### src/hw/ebi_defs.svh
/*
 * Constants of the external bus interface: line counts, reset values
 * and the strap wait count.
 * Assumes inclusion by bare name from the package and the design.
 */
`ifndef EBI_DEFS_SVH
`define EBI_DEFS_SVH

`define EBI_ADDR_MAX      24
`define EBI_DATA_W        16
`define EBI_CNT_W         4
`define EBI_LINES_W       5
`define EBI_STRAP_WAIT    2'h2
`define EBI_RST_WIDTH16   1'h0
`define EBI_RST_STROBE_N  1'h1

`endif

### src/hw/ebi_pkg.sv
/*
 * Types of the external bus interface.
 * Assumes ebi_defs.svh is on the include path.
 */
package ebi_pkg;
  `include "ebi_defs.svh"

  typedef enum logic [1:0] {
    EBI_KIND_CODE  = 2'h0,
    EBI_KIND_READ  = 2'h1,
    EBI_KIND_WRITE = 2'h2
  } ebi_kind_t;

  typedef enum logic [3:0] {
    EBI_ST_IDLE   = 4'h1,
    EBI_ST_ALE    = 4'h2,
    EBI_ST_STROBE = 4'h4,
    EBI_ST_HOLD   = 4'h8
  } ebi_state_t;
endpackage : ebi_pkg
### src/hw/ebi_bus_if.sv
/*
 * External bus interface: sequences address latch, code fetch, data
 * read and byte-lane write cycles toward external memories.
 * Assumes one core clock, a core-side request port on that clock and
 * pins that are asynchronous and pass two flip-flops before use.
 */
// Operation
// - Drive address, run code/read/write cycles
// - Width at reset from strap pin
// - Firmware may change width before first cycle
// - Eight or sixteen bit data, 24 lines
// - Pulse address latch before each cycle
// - Code strobe only on code reads
// - Read strobe on data reads
// - Eight bit bus: low strobe only
// - Sixteen bit: low strobe for low byte
// - Sixteen bit: high strobe for high byte
// - Wait input stretches any cycle
// - Boot source from external code select pin
// - Configurable count of driven address lines
// - Programmable latch, strobe and hold widths
`timescale 1ns/1ns
`include "ebi_defs.svh"

module ebi_bus_if
  import ebi_pkg::*;
#(
  parameter int ADDR_LINES = `EBI_ADDR_MAX
) (
  input  wire logic                    sys_clk,
  input  wire logic                    reset_n,
  input  wire logic                    req_valid,
  input  wire ebi_kind_t               req_kind,
  input  wire logic [ADDR_LINES-1:0]   req_addr,
  input  wire logic [`EBI_DATA_W-1:0]  req_wdata,
  input  wire logic [1:0]              req_byte_en,
  output logic                         req_ready,
  output logic                         rsp_valid,
  output logic [`EBI_DATA_W-1:0]       rsp_rdata,
  input  wire logic                    fw_width_set,
  input  wire logic                    fw_width_16,
  input  wire logic [`EBI_LINES_W-1:0] addr_lines_cfg,
  input  wire logic [`EBI_CNT_W-1:0]   ale_width,
  input  wire logic [`EBI_CNT_W-1:0]   code_width,
  input  wire logic [`EBI_CNT_W-1:0]   read_width,
  input  wire logic [`EBI_CNT_W-1:0]   write_width,
  input  wire logic [`EBI_CNT_W-1:0]   hold_width,
  output logic                         bus_is_16,
  output logic                         boot_external,
  output logic                         config_done,
  input  wire logic                    width_strap_pin,
  input  wire logic                    external_code_select_pin,
  input  wire logic                    wait_pin,
  output logic [ADDR_LINES-1:0]        ext_addr,
  output logic [ADDR_LINES-1:0]        ext_addr_is_bus,
  output logic                         address_latch_strobe,
  output logic                         code_fetch_strobe_n,
  output logic                         data_read_strobe_n,
  output logic                         low_byte_write_strobe_n,
  output logic                         high_byte_write_strobe_n,
  input  wire logic [`EBI_DATA_W-1:0]  ext_data_in,
  output logic [`EBI_DATA_W-1:0]       ext_data_out,
  output logic                         ext_data_oe
);

  if (ADDR_LINES < 1 || ADDR_LINES > `EBI_ADDR_MAX) begin : g_bad_lines
    $error("ADDR_LINES out of range");
  end

  localparam logic [`EBI_CNT_W-1:0] CNT_ONE = `EBI_CNT_W'h1;

  // ***********************************************************
  // Pin synchronisers
  // ***********************************************************
  logic                    strap_s1_reg, strap_s2_reg;
  logic                    sel_s1_reg, sel_s2_reg;
  logic                    wait_s1_reg, wait_s2_reg;
  logic [`EBI_DATA_W-1:0]  din_s1_reg, din_s2_reg;

  always_ff @(posedge sys_clk or negedge reset_n) begin
    if (!reset_n) begin
      strap_s1_reg <= 1'h0;
      strap_s2_reg <= 1'h0;
      sel_s1_reg   <= 1'h0;
      sel_s2_reg   <= 1'h0;
      wait_s1_reg  <= 1'h0;
      wait_s2_reg  <= 1'h0;
      din_s1_reg   <= `EBI_DATA_W'h0;
      din_s2_reg   <= `EBI_DATA_W'h0;
    end else begin
      strap_s1_reg <= width_strap_pin;
      strap_s2_reg <= strap_s1_reg;
      sel_s1_reg   <= external_code_select_pin;
      sel_s2_reg   <= sel_s1_reg;
      wait_s1_reg  <= wait_pin;
      wait_s2_reg  <= wait_s1_reg;
      din_s1_reg   <= ext_data_in;
      din_s2_reg   <= din_s1_reg;
    end
  end

  // ***********************************************************
  // Sequencer
  // ***********************************************************
  ebi_state_t              state_reg, state_next;
  ebi_kind_t               kind_reg;
  logic [`EBI_CNT_W-1:0]   cnt_reg;
  logic [1:0]              be_reg;
  logic [`EBI_DATA_W-1:0]  wdata_reg;
  logic [1:0]              init_cnt_reg;
  logic                    ext_used_reg;
  logic                    accept;
  logic [ADDR_LINES-1:0]   bus_mask;

  assign accept = req_valid && req_ready;

  function automatic logic [`EBI_CNT_W-1:0] at_least_one(
    input logic [`EBI_CNT_W-1:0] w
  );
    at_least_one = (w == `EBI_CNT_W'h0) ? CNT_ONE : w;
  endfunction : at_least_one

  always_comb begin
    state_next = state_reg;
    case (state_reg)
      EBI_ST_IDLE: begin
        if (accept)
          state_next = EBI_ST_ALE;
      end
      EBI_ST_ALE: begin
        if (cnt_reg == CNT_ONE)
          state_next = EBI_ST_STROBE;
      end
      EBI_ST_STROBE: begin
        if (cnt_reg == CNT_ONE && !wait_s2_reg) begin
          if (kind_reg == EBI_KIND_WRITE)
            state_next = EBI_ST_HOLD;
          else
            state_next = EBI_ST_IDLE;
        end
      end
      EBI_ST_HOLD: begin
        if (cnt_reg == CNT_ONE)
          state_next = EBI_ST_IDLE;
      end
      default: state_next = EBI_ST_IDLE;
    endcase
  end

  always_ff @(posedge sys_clk or negedge reset_n) begin
    if (!reset_n)
      state_reg <= EBI_ST_IDLE;
    else
      state_reg <= state_next;
  end

  // Phase counter, reloaded on every phase change
  always_ff @(posedge sys_clk or negedge reset_n) begin
    if (!reset_n) begin
      cnt_reg <= CNT_ONE;
    end else if (state_next != state_reg) begin
      case (state_next)
        EBI_ST_ALE:    cnt_reg <= at_least_one(ale_width);
        EBI_ST_STROBE: begin
          case (kind_reg)
            EBI_KIND_CODE: cnt_reg <= at_least_one(code_width);
            EBI_KIND_READ: cnt_reg <= at_least_one(read_width);
            default:       cnt_reg <= at_least_one(write_width);
          endcase
        end
        EBI_ST_HOLD:   cnt_reg <= at_least_one(hold_width);
        default:       cnt_reg <= CNT_ONE;
      endcase
    end else if (cnt_reg > CNT_ONE) begin
      cnt_reg <= cnt_reg - CNT_ONE;
    end
  end

  // Request capture
  always_ff @(posedge sys_clk or negedge reset_n) begin
    if (!reset_n) begin
      kind_reg  <= EBI_KIND_CODE;
      be_reg    <= 2'h0;
      wdata_reg <= `EBI_DATA_W'h0;
      ext_addr  <= '0;
    end else begin
      if (accept) begin
        kind_reg  <= req_kind;
        be_reg    <= req_byte_en;
        wdata_reg <= req_wdata;
      end
      ext_addr <= (accept ? req_addr : ext_addr) & bus_mask;
    end
  end

  // ***********************************************************
  // Configuration: strap, boot source, width, address lines
  // ***********************************************************
  always_ff @(posedge sys_clk or negedge reset_n) begin
    if (!reset_n) begin
      init_cnt_reg  <= 2'h0;
      config_done   <= 1'h0;
      bus_is_16     <= `EBI_RST_WIDTH16;
      boot_external <= 1'h0;
      ext_used_reg  <= 1'h0;
    end else begin
      if (!config_done) begin
        if (init_cnt_reg == `EBI_STRAP_WAIT) begin
          config_done   <= 1'h1;
          bus_is_16     <= strap_s2_reg;
          boot_external <= sel_s2_reg;
        end else begin
          init_cnt_reg <= init_cnt_reg + 2'h1;
        end
      end else if (fw_width_set && !ext_used_reg && !accept) begin
        bus_is_16 <= fw_width_16;
      end
      if (accept)
        ext_used_reg <= 1'h1;
    end
  end

  // Same mask for line map and held address, so both move together
  always_comb begin
    bus_mask = '0;
    for (int i = 0; i < ADDR_LINES; i++)
      bus_mask[i] = (i < int'(addr_lines_cfg));
  end

  always_ff @(posedge sys_clk or negedge reset_n) begin
    if (!reset_n)
      ext_addr_is_bus <= '0;
    else
      ext_addr_is_bus <= bus_mask;
  end

  // ***********************************************************
  // Pin strobes and data
  // ***********************************************************
  logic strobe_on, write_on;

  assign strobe_on = (state_next == EBI_ST_STROBE);
  assign write_on  = (kind_reg == EBI_KIND_WRITE);

  always_ff @(posedge sys_clk or negedge reset_n) begin
    if (!reset_n) begin
      address_latch_strobe     <= 1'h0;
      code_fetch_strobe_n      <= `EBI_RST_STROBE_N;
      data_read_strobe_n       <= `EBI_RST_STROBE_N;
      low_byte_write_strobe_n  <= `EBI_RST_STROBE_N;
      high_byte_write_strobe_n <= `EBI_RST_STROBE_N;
    end else begin
      address_latch_strobe <= (state_next == EBI_ST_ALE);
      // Only one class active, chosen by the latched kind
      code_fetch_strobe_n <=
        !(strobe_on && kind_reg == EBI_KIND_CODE);
      data_read_strobe_n <=
        !(strobe_on && kind_reg == EBI_KIND_READ);
      low_byte_write_strobe_n <= !(strobe_on && write_on &&
        (!bus_is_16 || be_reg[0]));
      high_byte_write_strobe_n <= !(strobe_on && write_on &&
        bus_is_16 && be_reg[1]);
    end
  end

  always_ff @(posedge sys_clk or negedge reset_n) begin
    if (!reset_n) begin
      ext_data_out <= `EBI_DATA_W'h0;
      ext_data_oe  <= 1'h0;
    end else begin
      ext_data_oe  <= write_on && (strobe_on ||
                      state_next == EBI_ST_HOLD);
      ext_data_out <= bus_is_16 ? wdata_reg :
                      {8'h00, wdata_reg[7:0]};
    end
  end

  // ***********************************************************
  // Core-side answer
  // ***********************************************************
  always_ff @(posedge sys_clk or negedge reset_n) begin
    if (!reset_n) begin
      req_ready <= 1'h0;
      rsp_valid <= 1'h0;
      rsp_rdata <= `EBI_DATA_W'h0;
    end else begin
      req_ready <= config_done && !accept &&
                   (state_next == EBI_ST_IDLE);
      rsp_valid <= (state_reg == EBI_ST_STROBE) &&
                   (state_next != EBI_ST_STROBE);
      if (state_reg == EBI_ST_STROBE && state_next != EBI_ST_STROBE &&
          !write_on)
        rsp_rdata <= bus_is_16 ? din_s2_reg :
                     {8'h00, din_s2_reg[7:0]};
    end
  end

endmodule : ebi_bus_if

### config.mk
export PLATFORM = sky130hd
export DESIGN_NAME = ebi_bus_if
export DESIGN_NICKNAME = d
export VERILOG_FILES = /design/src/hw/ebi_pkg.sv /design/src/hw/ebi_bus_if.sv
export VERILOG_INCLUDE_DIRS = /design/src /design/src/hw
export SDC_FILE = /design/constraint.sdc
export NUM_CORES = 1
export LEC_CHECK = 0
export BUFFER_PORTS_ARGS = -buffer_cell sky130_fd_sc_hd__buf_2
export CAP_MARGIN = 15
export CORE_MARGIN = 2
export CORE_UTILIZATION = 55
export CTS_CLUSTER_SIZE = 8
export DETAILED_ROUTE_END_ITERATION = 7
export GPL_TIMING_DRIVEN = 0
export PLACE_DENSITY = 0.84
export SYNTH_ARGS = -nofsm -noshare
export SYNTH_HDL_FRONTEND = slang
export SYNTH_SLANG_ARGS = --single-unit
export TNS_END_PERCENT = 100
### constraint.sdc
create_clock -name sys_clk -period 3.8 [get_ports sys_clk]
set_input_delay 0.38 -clock sys_clk [delete_from_list [all_inputs] [get_ports sys_clk]]
set_output_delay 0.38 -clock sys_clk [all_outputs]
set_load 0.02 [all_outputs]
==> reports/results.ini <==
[status]
status = finished clean

[yosys]
synth_cells = 510
synth_edf_count = 0
synth_area_sq_mm = 0.00593
ys_seq_area_frac = 0.676
ys_seq_elements = 160
syn-num-nets = 606
ys_types = 55
yosys_most_used_dff = dfrtp_1
yosys-top-cells-area = dfrtp_1 (65%), nand2_1 (8.4%), dfstp_2 (2.7%), a21boi_0 (2.4%), o21ai_0 (1.9%)
synth.largest_area_cell = dfrtp_1
syn_avg_cell_area_sq_um = 11.6
yosys_warnings = 0
synthArstFlopShare = 1.00
synth_top_cell_area_share = 0.650

[grt]
use_met3 = 0.0708
grt_pass1_vias = 4754
grtUsageMet2 = 0.453
gr-max-usage-layer = met2
grt_pass1_wl_mm = 22.8
grt_max_degree = 98
overflow = 0
grt_usage = 0.260
antenna_found_initial = 0
use_met1 = 0.310

[routing]
wl_mm = 14.5
firstDrtPassIters = 5
vias = 4580
routed_via_density = 5.20
drt-initial-drc-count = 234
drtAntennaViolNets = 0
drc = 0
wl_per_cell_microns = 16.5

[hold_path]
hold_class = input port to flip-flop

[critical_path]
crit_type = flip-flop to flip-flop
cp_max_fo = 5
cp-start-kind = flip-flop
end_kind = flip-flop
required_ns = 4.20
critical_path_arrival_ns = 2.89

[cells_and_area]
antenna_cells = 0
layout-area-overhead-vs-synth_pct = 32.4
ff_latch_area_sq_mm = 0.00401
nets = 827
nFillCells = 681
multiInputGateArea_sq_mm = 0.00175
reg_top3 = ext_addr x24, ext_addr_is_bus x24
stdcell_count = 880
layout-drive-gt1-share = 0.321

[placed_design]
dp_cells = 828
port_buffers = 181
dp_hpwl_mm = 10.1
finalWeightedCongestion = 0.881

[sta]
rsz0062_at_grt = false
final.setup_skew_ns = 0.0105
hold_viol = 0
fmax_mhz = 402
finalCritPeriodShare = 0.654
setup_viol = 0
finalSetupTns_ns = 0
worst_slew_pin_slew_ns = 0.654
slew_headroom = 0.564
final_max_slew_viol_count = 0
fin_crit_ns = 2.49

[clock_tree]
postCtsSetupBuffers = 0
cts_sinks = 160
cts_resized = 0
root_buffer = clkbuf_8
cts_buffers = 17
htreeDepth = 4
hold_buffers = 20
cts_tree = yes
clk-insertion-delay-late_ns = 0.52
clkSlewWorstSetupHoldPaths_ns = 0.06
clockBufferDepth = 2

[pwr]
vdd_drop_max_mv = 0.493
leakage_nw = 3.99
power_frac_comb = 0.263
seqPwrFrac = 0.411
p_sw_frac = 0.318
clkPwrFrac = 0.326
power_switching_w = 0.00170
p_int_w = 0.00365
power_density_mw_per_mm2 = 682

[floorplan]
die_y_microns = 108
die_area_sq_mm = 0.0116
num_rows = 37
start_util = 0.569
io_pins = 184
die_width_microns = 108
fp.coreArea_sq_mm = 0.0104

[flow_run]
drv_cap = 0

-- metal layers --
layer	vias up	share of wire
met5	-	0
met2	165	0.52
met1	2252	0.40
met4	0	0.023
met3	35	0.054
li1	2128	-
-- cells in the mapped netlist (4+ instances only) --
| cell | n |
|---|---|
| a21oi_1 | 15 |
| nor3_1 | 10 |
| inv_1 | 16 |
| o21ai_0 | 22 |
| dfrtp_1 | 154 |
| a21boi_0 | 19 |
| nor2_1 | 19 |
| nor2b_1 | 6 |
| mux2_4 | 4 |
| and2_1 | 11 |
| mux2_2 | 6 |
| mux2i_1 | 9 |
| dfstp_2 | 6 |
| clkbuf_1 | 19 |
| nand2_1 | 133 |
-- path summary, 6_finish.rpt --
path	from	to	slack (ns)	depth (start not counted)
max	cnt_reg[0]	cnt_reg[3]	1.31	7
min	req_wdata[4]	wdata_reg[4]	0.06	3
max reg2reg	cnt_reg[0]	cnt_reg[3]	1.31	7
min reg2reg	din_s1_reg[14]	din_s2_reg[14]	0.35	0
max in group asynchronous	reset_n	ext_addr[3]	2.55	3
min in group asynchronous	reset_n	cnt_reg[1]	0.40	2
-- cells by family (layout without fill, tap and decap cells) --
kind of cell / after synthesis / in the layout / share of synthesized area
compound gates: 81 / 81 / 0.0930
fa+ha+maj: 3 / 3 / 0.00633
flops: 160 / 160 / 0.676
simple gates: 206 / 206 / 0.157
mux: 19 / 19 / 0.0367
xor+xnor: 2 / 2 / 0.00295
buf+inv: 39 / 273 / 0.0281
-- power by group through the flow --
stage | sequential (W) | combinational, W | clock, W
6_report | 0.00220 | 0.00141 | 0.00175
5_1_grt | 0.00224 | 0.00155 | 0.00184
4_1_cts | 0.00220 | 0.00141 | 0.00177
3_5_place_dp | 0.00223 | 0.00138 | 0
3_3_place_gp | 0.00220 | 0.00132 | 0
2_1_floorplan | 0.00242 | 0.000687 | 0
-- worst max-delay path, cell delays in order, from the launching register on --
cell and delay [ns]:
dfstp_2 0.56, ha_1 0.25, or3b_2 0.55, a21oi_1 0.25, nor3_1 0.14, a221o_1 0.38
a22oi_1 0.19, nor2_1 0.05
-- cell usage in the layout (no fill, tap or decap), types with 3 or more instances in the layout --
master / synthesis / layout
buf_2: 1 / 181
dfrtp_1: 154 / 154
nand2_1: 133 / 133
clkbuf_1: 19 / 22
o21ai_0: 22 / 22
dlygate4sd3_1: 0 / 20
a21boi_0: 19 / 19
nor2_1: 19 / 19
inv_1: 16 / 16
clkbuf_16: 0 / 16
a21oi_1: 15 / 15
and2_1: 11 / 11
nor3_1: 10 / 10
mux2i_1: 9 / 9
nor2b_1: 6 / 6
mux2_2: 6 / 6
dfstp_2: 6 / 6
mux2_4: 4 / 4
bufinv_16: 0 / 4
buf_6: 2 / 3
o21bai_1: 3 / 3
nand2b_1: 3 / 3
nand3_1: 3 / 3
a22o_1: 3 / 3
ha_1: 3 / 3
clkbuf_8: 0 / 3
clkinv_2: 0 / 3
-- through the flow --
step	instance area [sq um]	worst slack (ns)	utilization	hold slack, ns	power (W)
floorplan	5930	1.60	-	0.0844	0.00310
global placement	7010	0.210	0.673	0.332	0.00352
detailed placement	7040	1.37	0.676	0.336	0.00361
CTS	7850	1.38	0.754	0.0354	0.00538
global route	7850	1.16	0.754	0.0411	0.00563
finish	7850	1.31	0.754	0.0553	0.00536
-- area by class of cell --
cell class | instances | share of cell area
Multi-Input combinational cell | 311 | 0.223
Sequential cell | 160 | 0.511
Timing Repair Buffer | 202 | 0.145
Buffer | 23 | 0.0135
Clock buffer | 22 | 0.0577
Clock inverter | 10 | 0.0204
Tap cell | 136 | 0.0217
Inverter | 16 | 0.00765
(Power assumes the default switching activity.)
